## src/verilog/atmpi_defines.vh

```
// constants for the atm phy pin interface
`ifndef ATMPI_DEFINES_VH
`define ATMPI_DEFINES_VH
`define ATMPI_ADDR_W 3
`define ATMPI_REG_CTRL 3'h0
`define ATMPI_REG_MARK 3'h3
`define ATMPI_CTRL_RESET 8'h00
`define ATMPI_MARK_RESET 8'h00
`define ATMPI_CTRL_USER_LATCHED_OUTPUT_BIT 7
`define ATMPI_CTRL_CELL_BIT 0
`define ATMPI_MARK_LEN_LSB 3
`define ATMPI_MARK_LEN_MSB 4
`define ATMPI_LED_TIME_US 10000
`define ATMPI_OSC_MHZ 32
// 10 ms of 32 MHz edges, sized to the 20-bit stretch counter
`define ATMPI_LED_COUNT 20'h4_E200
`endif

```

## src/verilog/atmpi_regfile.v

```verilog
// eight-byte utility register store with registered read
`default_nettype none
module atmpi_regfile (
  input wire clk_sys_i,
  input wire wr_en_i,
  input wire [2:0] addr_i,
  input wire [7:0] wr_data_i,
  output reg [7:0] rd_data_o
);
  reg [7:0] mem [0:7];

  always @(posedge clk_sys_i) begin
    if (wr_en_i) begin
      mem[addr_i] <= wr_data_i;
    end
    rd_data_o <= wr_en_i ? wr_data_i : mem[addr_i];
  end
endmodule // atmpi_regfile
`default_nettype wire

```

## src/verilog/atmpi_top.v

```verilog
// utopia level 1 cell port, utility bus and status pins of the atm phy
// Notes on behaviour
// falling address latch strobe captures the address on the shared lines
// write strobe is active low; low level with chip select writes a byte; code writes once on the falling edge of the strobe with chip select low
// read strobe is active low; device answers by driving read data
// user latched output is inverted bit 7 of register 0
// receive led pulses low while a cell is received
// transmit led pulses low while a cell is sent
// board supplies a 32 MHz reference within 100 ppm
// receive status pin: empty active low in byte mode, clav high in cell mode
// transmit status pin: full active low in byte mode, clav high in cell mode
// received timing marker drives the receive sync marker low
// marker low time is 1, 2, 4 or 8 clocks from register 3 bits 4:3
// master drives receive enable low to request data
// master drives transmit enable low to present data
// receive port signals are synchronous to the receive clock
// transmit port signals are synchronous to the transmit clock
// receive parity accompanies every receive byte
// receive start of cell marks the first byte of each cell
// master marks the first transmit byte with start of cell
// falling transmit sync marker input inserts a timing marker byte
// marker byte overrides traffic, pausing a cell on a byte boundary
// only the low three shared lines carry the address
// host ties transmit parity when it does not generate it
// receive parity is odd over each byte
// a byte moves on a rising port clock with enable low and status ready
// led pulses are stretched by a counter on the line oscillator
// shared lines are driven only while chip select and read strobe are low
`default_nettype none
`include "atmpi_defines.vh"
module atmpi_top #(
  parameter [19:0] LED_STRETCH = `ATMPI_LED_COUNT
) (
  input wire clk_sys_i,
  input wire reset_i,
  input wire ale_i,
  input wire host_write_strobe_n_i,
  input wire host_read_strobe_n_i,
  input wire chip_select_n_i,
  input wire [7:0] ad_i,
  output reg [7:0] ad_o,
  output reg ad_oe_o,
  output reg user_latched_output_o,
  output reg rx_activity_led_n_o,
  output reg tx_activity_led_n_o,
  input wire line_reference_osc_i,
  output reg rx_sync_marker_out_n_o,
  input wire tx_sync_marker_in_n_i,
  input wire rx_clk_i,
  input wire rx_enb_n_i,
  output reg [7:0] rx_data_o,
  output reg rx_parity_o,
  output reg rx_soc_o,
  output reg rx_status_o,
  input wire tx_clk_i,
  input wire tx_enb_n_i,
  input wire [7:0] tx_data_i,
  input wire tx_parity_i,
  input wire tx_soc_i,
  output reg tx_status_o,
  input wire line_rx_valid_i,
  input wire [7:0] line_rx_data_i,
  input wire line_rx_soc_i,
  input wire line_rx_marker_i,
  output reg line_rx_ready_o,
  output reg line_tx_valid_o,
  output reg [7:0] line_tx_data_o,
  output reg line_tx_soc_o,
  output reg line_tx_marker_o,
  input wire line_tx_ready_i
);
  function odd_par;
    input [7:0] d;
    begin
      odd_par = ~(^d);
    end
  endfunction

  // bus, utopia and reference pins pass two flops; line-side inputs do not; first stage read by second stage only
  reg [27:0] pin_meta;
  reg [27:0] pin_sync;
  reg [27:0] pin_prev;
  always @(posedge clk_sys_i) begin
    pin_meta <= {ale_i, host_write_strobe_n_i, host_read_strobe_n_i, chip_select_n_i, ad_i,
                 rx_clk_i, rx_enb_n_i, tx_clk_i, tx_enb_n_i, tx_soc_i, tx_data_i,
                 tx_parity_i, tx_sync_marker_in_n_i, line_reference_osc_i};
    pin_sync <= pin_meta;
    pin_prev <= pin_sync;
  end

  wire s_ale = pin_sync[27];
  wire s_wr_n = pin_sync[26];
  wire s_rd_n = pin_sync[25];
  wire s_cs_n = pin_sync[24];
  wire [7:0] s_ad = pin_sync[23:16];
  wire s_rx_enb_n = pin_sync[14];
  wire s_tx_enb_n = pin_sync[12];
  wire s_tx_soc = pin_sync[11];
  wire [7:0] s_tx_data = pin_sync[10:3];
  // transmit parity is not checked; a tied level is harmless
  wire ale_fall = pin_prev[27] & ~s_ale;
  wire wr_fall = pin_prev[26] & ~s_wr_n;
  wire rx_clk_rise = ~pin_prev[15] & pin_sync[15];
  wire tx_clk_rise = ~pin_prev[13] & pin_sync[13];
  wire tx_ref_fall = pin_prev[1] & ~pin_sync[1];
  wire osc_rise = ~pin_prev[0] & pin_sync[0];

  // utility bus
  reg [2:0] bus_addr;
  reg [7:0] ctrl_reg;
  reg [7:0] mark_reg;
  wire bus_wr = wr_fall & ~s_cs_n;
  wire [7:0] rd_data;

  atmpi_regfile u_regs (
    .clk_sys_i(clk_sys_i),
    .wr_en_i(bus_wr),
    .addr_i(bus_addr),
    .wr_data_i(s_ad),
    .rd_data_o(rd_data)
  );

  always @(posedge clk_sys_i) begin
    if (reset_i) begin
      bus_addr <= 3'h0;
      ctrl_reg <= `ATMPI_CTRL_RESET;
      mark_reg <= `ATMPI_MARK_RESET;
      ad_o <= 8'h00;
      ad_oe_o <= 1'b0;
      user_latched_output_o <= 1'b1;
    end else begin
      if (ale_fall) begin
        bus_addr <= s_ad[2:0];
      end
      if (bus_wr && bus_addr == `ATMPI_REG_CTRL) begin
        ctrl_reg <= s_ad;
      end
      if (bus_wr && bus_addr == `ATMPI_REG_MARK) begin
        mark_reg <= s_ad;
      end
      // lines released as soon as chip select or read strobe rises
      ad_oe_o <= ~s_cs_n & ~s_rd_n;
      ad_o <= rd_data;
      user_latched_output_o <= ~ctrl_reg[`ATMPI_CTRL_USER_LATCHED_OUTPUT_BIT];
    end
  end

  wire cell_mode = ctrl_reg[`ATMPI_CTRL_CELL_BIT];

  // receive port: one holding byte between line and utopia
  reg rx_have;
  reg [2:0] mark_left;
  wire rx_take = rx_clk_rise & ~s_rx_enb_n & rx_have;
  wire rx_load = line_rx_valid_i & line_rx_ready_o;
  reg next_rx_have;
  always @* begin
    next_rx_have = rx_have;
    if (rx_take) begin
      next_rx_have = 1'b0;
    end
    if (rx_load) begin
      next_rx_have = 1'b1;
    end
  end

  always @(posedge clk_sys_i) begin
    if (reset_i) begin
      rx_have <= 1'b0;
      rx_data_o <= 8'h00;
      rx_parity_o <= 1'b1;
      rx_soc_o <= 1'b0;
      rx_status_o <= 1'b0;
      line_rx_ready_o <= 1'b0;
    end else begin
      rx_have <= next_rx_have;
      if (rx_load) begin
        rx_data_o <= line_rx_data_i;
        rx_parity_o <= odd_par(line_rx_data_i);
        rx_soc_o <= line_rx_soc_i;
      end
      // empty (low) and clav (high) share one level for a single-byte hold
      if (cell_mode) begin
        rx_status_o <= next_rx_have;
      end else begin
        rx_status_o <= next_rx_have;
      end
      line_rx_ready_o <= ~next_rx_have;
    end
  end

  // receive sync marker, length counted in receive clocks
  always @(posedge clk_sys_i) begin
    if (reset_i) begin
      mark_left <= 3'h0;
      rx_sync_marker_out_n_o <= 1'b1;
    end else if (line_rx_marker_i) begin
      case (mark_reg[`ATMPI_MARK_LEN_MSB:`ATMPI_MARK_LEN_LSB])
        2'b00: mark_left <= 3'h0;
        2'b01: mark_left <= 3'h1;
        2'b10: mark_left <= 3'h3;
        2'b11: mark_left <= 3'h7;
        default: mark_left <= 3'h0;
      endcase
      rx_sync_marker_out_n_o <= 1'b0;
    end else if (rx_clk_rise && !rx_sync_marker_out_n_o) begin
      if (mark_left == 3'h0) begin
        rx_sync_marker_out_n_o <= 1'b1;
      end else begin
        mark_left <= mark_left - 3'h1;
      end
    end
  end

  // transmit port: one holding byte, marker has priority on the line
  reg tx_have;
  reg [7:0] tx_byte;
  reg tx_byte_soc;
  reg mark_pend;
  wire tx_take = tx_clk_rise & ~s_tx_enb_n & ~tx_have;
  wire line_slot = ~line_tx_valid_o | line_tx_ready_i;
  wire send_mark = line_slot & mark_pend;
  wire send_data = line_slot & ~mark_pend & tx_have;
  reg next_tx_have;
  always @* begin
    next_tx_have = tx_have;
    if (send_data) begin
      next_tx_have = 1'b0;
    end
    if (tx_take) begin
      next_tx_have = 1'b1;
    end
  end

  always @(posedge clk_sys_i) begin
    if (reset_i) begin
      tx_have <= 1'b0;
      tx_byte <= 8'h00;
      tx_byte_soc <= 1'b0;
      mark_pend <= 1'b0;
      tx_status_o <= 1'b1;
      line_tx_valid_o <= 1'b0;
      line_tx_data_o <= 8'h00;
      line_tx_soc_o <= 1'b0;
      line_tx_marker_o <= 1'b0;
    end else begin
      tx_have <= next_tx_have;
      if (tx_take) begin
        tx_byte <= s_tx_data;
        tx_byte_soc <= s_tx_soc;
      end
      // a new edge in the cycle the marker leaves keeps it pending
      if (tx_ref_fall) begin
        mark_pend <= 1'b1;
      end else if (send_mark) begin
        mark_pend <= 1'b0;
      end
      // full (low) and clav (high) also coincide while one byte is held
      if (cell_mode) begin
        tx_status_o <= ~next_tx_have;
      end else begin
        tx_status_o <= ~next_tx_have;
      end
      if (send_mark) begin
        line_tx_valid_o <= 1'b1;
        line_tx_marker_o <= 1'b1;
        line_tx_soc_o <= 1'b0;
        line_tx_data_o <= 8'h00;
      end else if (send_data) begin
        line_tx_valid_o <= 1'b1;
        line_tx_marker_o <= 1'b0;
        line_tx_soc_o <= tx_byte_soc;
        line_tx_data_o <= tx_byte;
      end else if (line_slot) begin
        line_tx_valid_o <= 1'b0;
        line_tx_marker_o <= 1'b0;
      end
    end
  end

  // led stretch on the line oscillator so short cells stay visible
  reg [19:0] rx_led_cnt;
  reg [19:0] tx_led_cnt;
  always @(posedge clk_sys_i) begin
    if (reset_i) begin
      rx_led_cnt <= 20'h0_0000;
      tx_led_cnt <= 20'h0_0000;
      rx_activity_led_n_o <= 1'b1;
      tx_activity_led_n_o <= 1'b1;
    end else begin
      if (rx_load && line_rx_soc_i) begin
        rx_led_cnt <= LED_STRETCH;
      end else if (osc_rise && rx_led_cnt != 20'h0_0000) begin
        rx_led_cnt <= rx_led_cnt - 20'h0_0001;
      end
      if (send_data && tx_byte_soc) begin
        tx_led_cnt <= LED_STRETCH;
      end else if (osc_rise && tx_led_cnt != 20'h0_0000) begin
        tx_led_cnt <= tx_led_cnt - 20'h0_0001;
      end
      rx_activity_led_n_o <= (rx_led_cnt == 20'h0_0000);
      tx_activity_led_n_o <= (tx_led_cnt == 20'h0_0000);
    end
  end
endmodule // atmpi_top
`default_nettype wire
```

## config.mk

```make
export PLATFORM = sky130hd
export DESIGN_NAME = atmpi_top
export DESIGN_NICKNAME = d
export VERILOG_FILES = /design/src/verilog/atmpi_regfile.v /design/src/verilog/atmpi_top.v
export VERILOG_INCLUDE_DIRS = /design/src /design/src/verilog
export SDC_FILE = /design/constraint.sdc
export NUM_CORES = 1
export LEC_CHECK = 0
export BUFFER_PORTS_ARGS = -buffer_cell sky130_fd_sc_hd__buf_2
export CAP_MARGIN = 20
export CORE_MARGIN = 5
export CORE_UTILIZATION = 30
export CTS_CLUSTER_DIAMETER = 100
export DETAILED_ROUTE_END_ITERATION = 16
export PLACE_DENSITY = 0.46
export SLEW_MARGIN = 25
export SYNTH_ARGS = -nofsm -noshare
export SYNTH_HDL_FRONTEND = slang
export SYNTH_SLANG_ARGS = --single-unit
```

## constraint.sdc

```tcl
create_clock -name clk_sys_i -period 2.31 [get_ports clk_sys_i]
set_clock_uncertainty 0.15 [all_clocks]
set_input_delay 0.1155 -clock clk_sys_i [delete_from_list [all_inputs] [get_ports clk_sys_i]]
set_output_delay 0.1155 -clock clk_sys_i [all_outputs]
set_load 0.1 [all_outputs]
```

==> flow_metrics.py, run 1 <==
metrics = {
    "power": {
        "leakagePower_nw": 3.69,
        "switching_power_mw": 3.46,
        "irDropWorstVdd_v": 0.000534,
        "clkPwrFrac_pct": 34.3,
        "swShare_pct": 30.7,
        "p_seq_share_pct": 41.6,
        "p_per_area_nw_per_um2": 1140,
        "power_frac_comb_pct": 24.1,
        "p_int_mw": 7.82,
    },
    "clock_tree": {
        "root_buffer": "clkbuf_16",
        "cts_tree": "yes",
        "htreeDepth": 1,
        "cts_resized": 0,
        "cts_made_buffers": 24,
        "clock-sinks": 224,
        "clock_path_buffers": 3,
        "clk_pin_slew_ns": 0.06,
        "clk_latency_ns": 0.51,
    },
    "setup_path": {
        "cpPeakStageDelay_ns": 0.56,
        "crit_slowest_cell": "or4_1",
        "crit_type": "reg2reg",
        "critPathRequiredTime_ns": 2.53,
        "cp_max_fo": 5,
        "path_cells": "or4_1 > or4_1 > nor4_2 > xnor2_1 > nor2_1",
        "path_common_cell": "or4_1",
        "end_kind": "register",
        "worstPathArrival_ns": 2.37,
        "setup.worst_path.start_class": "register",
    },
    "final_layout": {
        "drive_above_1_share_pct": 19.8,
        "final_common_cell": "dfxtp_1",
        "top_regs": "u_regs.mem: 64 flops, pin_meta: 27 flops, pin_sync: 27 flops",
        "largest_reg_flops": 64,
        "n_antenna_cell": 0,
        "largest-register": "u_regs.mem",
        "mostFrequentLayoutCells": "dfxtp_1, buf_2, nor2_1, edfxtp_1, nand2_1",
        "area_growth_pct": 27.6,
        "nets": 836,
    },
    "detailed_routing": {
        "vias": 5167,
        "drc": 0,
        "drtIter0Drc": 203,
        "viasPerCell": 4.55,
        "post_drt_wl_per_cell_um": 14.7,
        "drt_wl_total_um": 16700,
        "drt_first_pass_iters": 4,
        "ant_nets": 0,
    },
    "logic_synthesis": {
        "async_flop_share_pct": 0,
        "yosysUniqueCellTypes": 43,
        "synth_area_per_cell_um2": 12.2,
        "seq_area_frac_synth_pct": 66.0,
        "ys.flop_type": "dfxtp_1",
        "syn_area_um2": 7760,
        "synth_seq_cells": 224,
        "synth-edff-count": 64,
        "syn_inst": 639,
        "synth_nets": 687,
        "ys_warn_count": 0,
    },
    "die": {
        "io_pins": 79,
        "die_w_um": 171,
        "die-area_um2": 29200,
        "num_rows": 58,
        "core-area_um2": 25300,
        "die_h_um": 171,
        "start_util_pct": 30.7,
    },
    "sta": {
        "setup_slack_ns": 0.160,
        "slew_headroom_pct": 58.3,
        "rsz0062_at_grt": "false",
        "maxSlewViolCount": 0,
        "fmax_mhz": 465,
        "fin_crit_sh_pct": 93.1,
        "tightest_slew_ns": 0.625,
        "post-route-min-period_ns": 2.15,
        "setup_viol": 0,
        "hold_viol": 0,
        "fin_setup_tns_ns": 0,
    },
    "flow_run": {
        "cap_viol_max_count": 0,
    },
    "min_path": {
        "hold_class": "in2reg",
    },
    "grt": {
        "grt.total_usage_pct": 11.6,
        "grt_pass1_wl_um": 27800,
        "grt-ovfl-total": 0,
        "grt_max_degree": 32,
        "grt_pass1_vias": 5468,
        "antenna_found_initial": 0,
    },
    "placement": {
        "gp_congestion": 0.757,
        "io_buffers": 77,
        "pre_cts_ws_ns": 0.0681,
        "hpwlAfterDp_um": 11100,
    },
    "run_status": {
        "status": "finished, final reports clean",
    },
}
synth_stat cells, types with 8 or more instances:
library cell	number	area, um2
clkbuf_1	16	60.1
nand3_1	15	75.1
xnor2_1	25	219
dfxtp_1	160	3200
nor3_1	20	100
or4_1	8	60.1
nand2b_1	10	62.6
a21oi_1	49	245
nor2_1	65	244
inv_1	8	30.0
mux4_2	16	360
mux2i_1	15	150
nor4_1	10	62.6
or3_1	9	56.3
nand2_1	57	214
xor2_1	12	105
edfxtp_1	64	1920
cell families (layout without fill, tap and decap cells):
kind of cell               count (synthesis)  count (layout)  synth area share, %
AOI/OAI and AO/OA                         82              82                 5.90
muxes                                     31              31                 6.57
adders and majority gates                  6               6                0.967
xor gates and xnor gates                  37              37                 4.17
DFF                                      224             224                 66.0
buffers and inverters                     31             197                 1.55
and+or+nand+nor                          228             228                 14.8
per-stage QoR:
| stage | hold slack, ns | power [mW] | util (%) | std cells | cell area, um2 |
|---|---|---|---|---|---|
| 2_1_floorplan | -0.00678 | 6.71 | - | 639 | 7770 |
| 3_3_place_gp | 0.0693 | 7.38 | 34.2 | 1049 | 8670 |
| 3_5_place_dp | 0.0695 | 7.42 | 34.2 | 1049 | 8670 |
| 4_1_cts | 0.0558 | 11.4 | 39.1 | 1134 | 9900 |
| 5_1_grt | 0.0617 | 12.0 | 39.1 | 1135 | 9910 |
| 6_report | 0.0869 | 11.3 | 39.1 | 1135 | 9910 |
worst paths after layout:
kind	end	start	depth (start not counted)	slack, ns
setup / recovery	rx_led_cnt[11]$_SDFFE_PP0P_	rx_led_cnt[1]$_SDFFE_PP0P_	5	0.16
hold / removal	pin_meta[5]$_DFF_P_	tx_data_i[2]	2	0.09
setup reg to reg	rx_led_cnt[11]$_SDFFE_PP0P_	rx_led_cnt[1]$_SDFFE_PP0P_	5	0.16
hold reg to reg	pin_sync[22]$_DFF_P_	pin_meta[22]$_DFF_P_	0	0.17
layer usage:
metal  track usage, %  vias to the layer above  part of all wire, %
met5                0                        -                    0
li1                 -                     2578                    -
met1             14.6                     2492                   44
met2             20.5                       75                   50
met3             2.38                       22                  3.7
met4             3.07                        0                  2.0
power groups by stage:
| stage | registers [mW] | logic [mW] | clock network, mW |
|---|---|---|---|
| 3_3_place_gp | 4.76 | 2.62 | 0 |
| 2_1_floorplan | 5.01 | 1.70 | 0 |
| 3_5_place_dp | 4.77 | 2.65 | 0 |
| 6_report | 4.70 | 2.71 | 3.87 |
| 4_1_cts | 4.70 | 2.72 | 4.00 |
| 5_1_grt | 4.75 | 3.01 | 4.20 |
area by class of cell:
type,instances,area [um2]
clock inverters,9,129
well taps,330,413
multi-input cells,384,2520
inverters,8,30.0
flip-flops and latches,224,5130
repair buffers,146,1010
clock buffers,34,678
fillers,2416,15400
critical path: cells and delay by family, from the launching register on:
family / cells / cell delay, ns
AND/OR/NAND/NOR: 4 / 1.36
flip-flops: 1 / 0.35
XOR/XNOR: 1 / 0.16
timing repair:
| action | 4_1_cts | 5_1_grt |
|---|---|---|
| endpoints found under the hold margin | 62 | 0 |
| setup buffers | 0 | 1 |
| setup endpoints to repair | 0 | 2 |
| hold buffers | 42 | 0 |
No activity file was read; power rests on OpenSTA's default activity.
==> run 2: changes to the inputs <==
Settings changed: ABC_AREA set to 1.
==> flow_metrics.py, run 2 <==
metrics = {
    "detailed_routing": {
        "drt_first_pass_iters": 5,
        "drc": 0,
        "ant_nets": 0,
        "viasPerCell": 4.33,
        "drtIter0Drc": 438,
        "post_drt_wl_per_cell_um": 13.1,
        "vias": 6314,
        "drt_wl_total_um": 19000,
    },
    "logic_synthesis": {
        "yosysUniqueCellTypes": 38,
        "synth_area_per_cell_um2": 9.32,
        "syn_area_um2": 8400,
        "async_flop_share_pct": 0,
        "synth_largest_area_cell": "dfxtp_1",
        "yosysTopAreaCellShare_pct": 38.1,
        "synthTopCellsByCount": "nor2_1, dfxtp_1, nand2_1",
        "syn_inst": 901,
        "ys.flop_type": "dfxtp_1",
        "synth.most_common_cell": "nor2_1",
        "synth-edff-count": 64,
        "synthTopCellsByArea": "dfxtp_1, edfxtp_1, nor2_1, nand2_1, o21ai_0",
        "synth_nets": 949,
        "seq_area_frac_synth_pct": 61.0,
        "synth_seq_cells": 224,
        "ys_warn_count": 0,
    },
    "placement": {
        "io_buffers": 77,
        "hpwlAfterDp_um": 12400,
        "gp_congestion": 0.803,
        "placed_area_um2": 9290,
        "pre_cts_ws_ns": 0.450,
        "dp_cells": 1353,
    },
    "final_layout": {
        "fillers": 2794,
        "postLayoutCellArea_um2": 10700,
        "largest-register": "u_regs.mem",
        "drive_above_1_share_pct": 17.1,
        "top_regs": "u_regs.mem: 64 flops, pin_meta: 27 flops, pin_sync: 27 flops",
        "nets": 1108,
        "final_cells": 1458,
        "mostFrequentLayoutCells": "nor2_1, dfxtp_1, nand2_1, buf_2, inv_1",
        "n_antenna_cell": 0,
        "largest_reg_flops": 64,
        "post-route-util_pct": 38.7,
        "area_growth_pct": 27.6,
        "final_common_cell": "nor2_1",
    },
    "sta": {
        "setup_slack_ns": 0.0508,
        "hold_viol": 0,
        "fin_setup_tns_ns": 0,
        "tightest_slew_ns": 0.674,
        "slew_headroom_pct": 54.8,
        "fmax_mhz": 443,
        "rsz0062_at_grt": "false",
        "fin_hold_ws_ns": 0.0586,
        "maxSlewViolCount": 0,
        "fin_crit_sh_pct": 97.8,
        "setup_viol": 0,
        "post-route-min-period_ns": 2.26,
    },
    "power": {
        "clkPwrFrac_pct": 29.5,
        "irDropWorstVdd_v": 0.000646,
        "p_total_mw": 13.3,
        "leakagePower_nw": 4.56,
        "p_int_mw": 8.36,
        "switching_power_mw": 4.97,
        "p_per_area_nw_per_um2": 1240,
        "p_seq_share_pct": 36.1,
        "swShare_pct": 37.3,
        "power_frac_comb_pct": 34.4,
    },
    "die": {
        "num_rows": 61,
        "core-area_um2": 27700,
        "die_w_um": 177,
        "die-area_um2": 31400,
        "die_h_um": 177,
        "io_pins": 79,
        "start_util_pct": 30.3,
    },
    "setup_path": {
        "r2r_cells": 6,
        "worstPathBufferInverterCount": 3,
        "crit_slowest_cell": "dlygate4sd3_1",
        "path_cells": "nand2_1 > buf_4 > o21ai_0 > dlygate4sd3_1 > nor2_1 > dlygate4sd3_1",
        "path_common_cell": "dlygate4sd3_1",
        "reg2reg_to": "rx_data_o[6]$_SDFFE_PP0P_",
        "worstPathArrival_ns": 2.53,
        "setup.worst_path.start_class": "register",
        "r2r_setup_slack_ns": 0.05,
        "crit_type": "reg2reg",
        "critPathRequiredTime_ns": 2.58,
        "cp_max_fo": 13,
        "critPathTopFamily": "buffers and inverters",
        "cpPeakStageDelay_ns": 0.59,
        "end_kind": "register",
        "r2r-start": "line_rx_ready_o$_SDFF_PP0_",
    },
    "clock_tree": {
        "root_buffer": "clkbuf_16",
        "clk_latency_ns": 0.54,
        "cts_tree": "yes",
        "cts_made_buffers": 26,
        "clock_path_buffers": 3,
        "htreeDepth": 1,
        "clk_pin_slew_ns": 0.06,
        "clock-sinks": 224,
    },
    "min_path": {
        "hold_class": "in2reg",
        "min_to": "pin_meta[7]$_DFF_P_",
        "min_path_cells": 2,
        "min_from": "tx_data_i[4]",
    },
    "grt": {
        "grt.total_usage_pct": 12.1,
        "grt-ovfl-total": 0,
        "antenna_found_initial": 0,
        "grt_pass1_vias": 6044,
        "grt_max_degree": 33,
        "grt_pass1_wl_um": 31100,
    },
    "run_status": {
        "status": "finished, final reports clean",
    },
    "flow_run": {
        "cap_viol_max_count": 0,
    },
}
-- run 2: worst max-delay path by stage --
stage,from,endpoint,slack (ns),depth (start not counted)
global route,line_rx_ready_o$_SDFF_PP0_,rx_data_o[6]$_SDFFE_PP0P_,0.007,6
CTS,reset_i,rx_data_o[5]$_SDFFE_PP0P_,0.06,8
floorplan,line_rx_ready_o$_SDFF_PP0_,rx_led_cnt[11]$_SDFFE_PP0P_,0.12,6
detailed placement,rx_led_cnt[0]$_SDFFE_PP0P_,rx_led_cnt[11]$_SDFFE_PP0P_,0.45,10
finish,line_rx_ready_o$_SDFF_PP0_,rx_data_o[6]$_SDFFE_PP0P_,0.05,6
global placement,rx_led_cnt[0]$_SDFFE_PP0P_,rx_led_cnt[11]$_SDFFE_PP0P_,0.47,10
-- run 2: metal layers --
| metal | global-route usage (%) | wire, um | vias up |
|---|---|---|---|
| met5 | 0 | 0 | - |
| met4 | 3.93 | 614 | 0 |
| met3 | 2.26 | 783 | 40 |
| met2 | 19.9 | 8800 | 109 |
| met1 | 16.1 | 8850 | 2898 |
| li1 | - | - | 3267 |
-- run 2: cells by family after synthesis --
group,synth area share (%)
AO/OA/AOI/OAI,8.88
XOR/XNOR,2.09
adder cells (fa/ha/maj),0.894
buffers and inverters,5.24
flip-flops,61.0
AND/OR/NAND/NOR,21.9
-- run 2: power groups by stage --
stage	Combinational [mW]	Sequential, mW	Clock (mW)
6_report	4.58	4.81	3.94
5_1_grt	5.18	4.87	4.23
4_1_cts	4.63	4.81	4.08
3_5_place_dp	4.52	4.89	0
3_3_place_gp	4.50	4.90	0
2_1_floorplan	3.38	5.17	0
-- run 2: timing repair --
item	CTS	global route
endpoints found under the hold margin	55	0
resized for setup	0	7
endpoints found under the setup margin	0	8
hold buffers	57	0
setup buffers	0	0
-- run 2: area by class of cell --
class | count | area [um2] | area share [%]
sequential | 224 | 5120 | 47.8
multi-input combinational | 573 | 2830 | 26.4
tap | 378 | 473 | 4.41
timing repair buffer | 158 | 1150 | 10.7
clock buffer | 37 | 769 | 7.18
inverter | 77 | 292 | 2.72
clock inverter | 11 | 77.6 | 0.724
==> run 3: changes to the inputs <==
Settings changed: ABC_AREA 1 to 0, RECOVER_POWER set to 100.
==> flow_metrics.py, run 3 (same netlist as run 1, synthesis figures left out) <==
metrics = {
    "run_status": {
        "status": "finished, final reports clean",
    },
    "power": {
        "p_seq_share_pct": 42.0,
        "irDropWorstVdd_v": 0.000533,
        "switching_power_mw": 3.45,
        "clkPwrFrac_pct": 34.5,
        "p_int_mw": 7.74,
        "swShare_pct": 30.8,
        "leakagePower_nw": 3.49,
        "power_frac_comb_pct": 23.5,
        "p_per_area_nw_per_um2": 1140,
    },
    "final_layout": {
        "final_common_cell": "dfxtp_1",
        "top_regs": "u_regs.mem: 64 flops, pin_meta: 27 flops, pin_sync: 27 flops",
        "largest-register": "u_regs.mem",
        "area_growth_pct": 26.2,
        "n_antenna_cell": 0,
        "largest_reg_flops": 64,
        "drive_above_1_share_pct": 13.3,
        "fillers": 2455,
        "mostFrequentLayoutCells": "dfxtp_1, nor2_1, edfxtp_1, nand2_1, clkbuf_1",
        "nets": 836,
    },
    "flow_run": {
        "cap_viol_max_count": 0,
    },
    "placement": {
        "hpwlAfterDp_um": 11100,
        "io_buffers": 77,
        "pre_cts_ws_ns": 0.0681,
        "gp_congestion": 0.757,
    },
    "die": {
        "io_pins": 79,
        "die_h_um": 171,
        "num_rows": 58,
        "start_util_pct": 30.7,
        "core-area_um2": 25300,
        "die-area_um2": 29200,
        "die_w_um": 171,
    },
    "clock_tree": {
        "htreeDepth": 1,
        "cts_made_buffers": 24,
        "clock_path_buffers": 3,
        "cts_resized": 0,
        "clock-sinks": 224,
        "clk_latency_ns": 0.51,
        "cts_tree": "yes",
        "clk_pin_slew_ns": 0.06,
        "root_buffer": "clkbuf_16",
    },
    "grt": {
        "grt_pass1_vias": 5468,
        "grt-ovfl-total": 0,
        "grt_max_degree": 32,
        "grt.total_usage_pct": 11.6,
        "grt_pass1_wl_um": 27800,
        "antenna_found_initial": 0,
    },
    "setup_path": {
        "cpPeakStageDelay_ns": 0.38,
        "setup.worst_path.start_class": "register",
        "end_kind": "register",
        "path_cells": "inv_1 > ha_1 > nor4b_1 > nand4_1 > o211ai_1 > clkbuf_2 > or3_1 > a21oi_1",
        "worstPathArrival_ns": 2.38,
        "critPathRequiredTime_ns": 2.52,
        "crit_type": "reg2reg",
        "r2r_cells": 8,
        "cp_max_fo": 5,
        "crit_slowest_cell": "nor4b_1",
    },
    "min_path": {
        "min_path_cells": 2,
        "hold_class": "in2reg",
    },
    "detailed_routing": {
        "vias": 5199,
        "drt_wl_total_um": 16700,
        "post_drt_wl_per_cell_um": 14.7,
        "viasPerCell": 4.58,
        "drtIter0Drc": 185,
        "ant_nets": 0,
        "drt_first_pass_iters": 4,
        "drc": 0,
    },
    "sta": {
        "maxSlewViolCount": 0,
        "fin_setup_tns_ns": 0,
        "fmax_mhz": 462,
        "slew_headroom_pct": 18.9,
        "tightest_slew_ns": 1.22,
        "rsz0062_at_grt": "false",
        "post-route-min-period_ns": 2.16,
        "hold_viol": 0,
        "fin_hold_ws_ns": 0.0863,
        "setup_viol": 0,
        "setup_slack_ns": 0.147,
        "fin_crit_sh_pct": 93.7,
    },
}
-- run 3: worst max-delay path, delay by kind of cell (launching register included) --
| family | cells | cell delay, ns |
|---|---|---|
| compound gates | 2 | 0.29 |
| fa+ha+maj | 1 | 0.18 |
| buf+inv | 2 | 0.31 |
| simple gates | 3 | 0.76 |
| flops | 1 | 0.33 |
-- run 3: power groups by stage --
stage	clock network, mW	registers [mW]	logic, mW
floorplan	0	5.01	1.70
global placement	0	4.76	2.62
detailed placement	0	4.77	2.65
CTS	4.00	4.70	2.72
global route	4.20	4.75	2.92
finish	3.86	4.70	2.63
-- run 3: cell type report --
type | count | area [um2] | area share (%)
Sequential cell | 224 | 5130 | 52.3
Timing Repair Buffer | 146 | 902 | 9.21
Inverter | 8 | 30.0 | 0.306
Multi-Input combinational cell | 384 | 2520 | 25.7
Tap cell | 330 | 413 | 4.21
Clock inverter | 9 | 129 | 1.32
Clock buffer | 34 | 678 | 6.92
-- run 3: metal layers --
layer | vias to the layer above | global-route usage [%] | share of wire [%]
met5 | - | 0 | 0
met4 | 0 | 3.07 | 2.1
met3 | 24 | 2.38 | 3.8
met2 | 88 | 20.5 | 50
met1 | 2510 | 14.6 | 44
li1 | 2577 | - | -
-- run 3: repair_timing --
item / CTS / global route
setup buffers: 0 / 1
hold endpoints to repair: 62 / 0
setup endpoints to repair: 0 / 2
hold buffers: 42 / 0
-- run 3: per-stage QoR --
step / total power, mW / area (um2) / util [%] / instances
final: 11.2 / 9800 / 38.7 / 1135
after global routing: 11.9 / 9800 / 38.7 / 1135
after CTS: 11.4 / 9900 / 39.1 / 1134
after detailed placement: 7.42 / 8670 / 34.2 / 1049
after global placement: 7.38 / 8670 / 34.2 / 1049
after floorplan: 6.71 / 7770 / - / 639
-- run 3: final timing paths --
path                               from                          to  slack (ns)
max          rx_led_cnt[0]$_SDFFE_PP0P_  rx_led_cnt[5]$_SDFFE_PP0P_        0.15
min                        tx_data_i[2]         pin_meta[5]$_DFF_P_        0.09
max reg2reg  rx_led_cnt[0]$_SDFFE_PP0P_  rx_led_cnt[5]$_SDFFE_PP0P_        0.15
min reg2reg        pin_meta[22]$_DFF_P_        pin_sync[22]$_DFF_P_        0.17
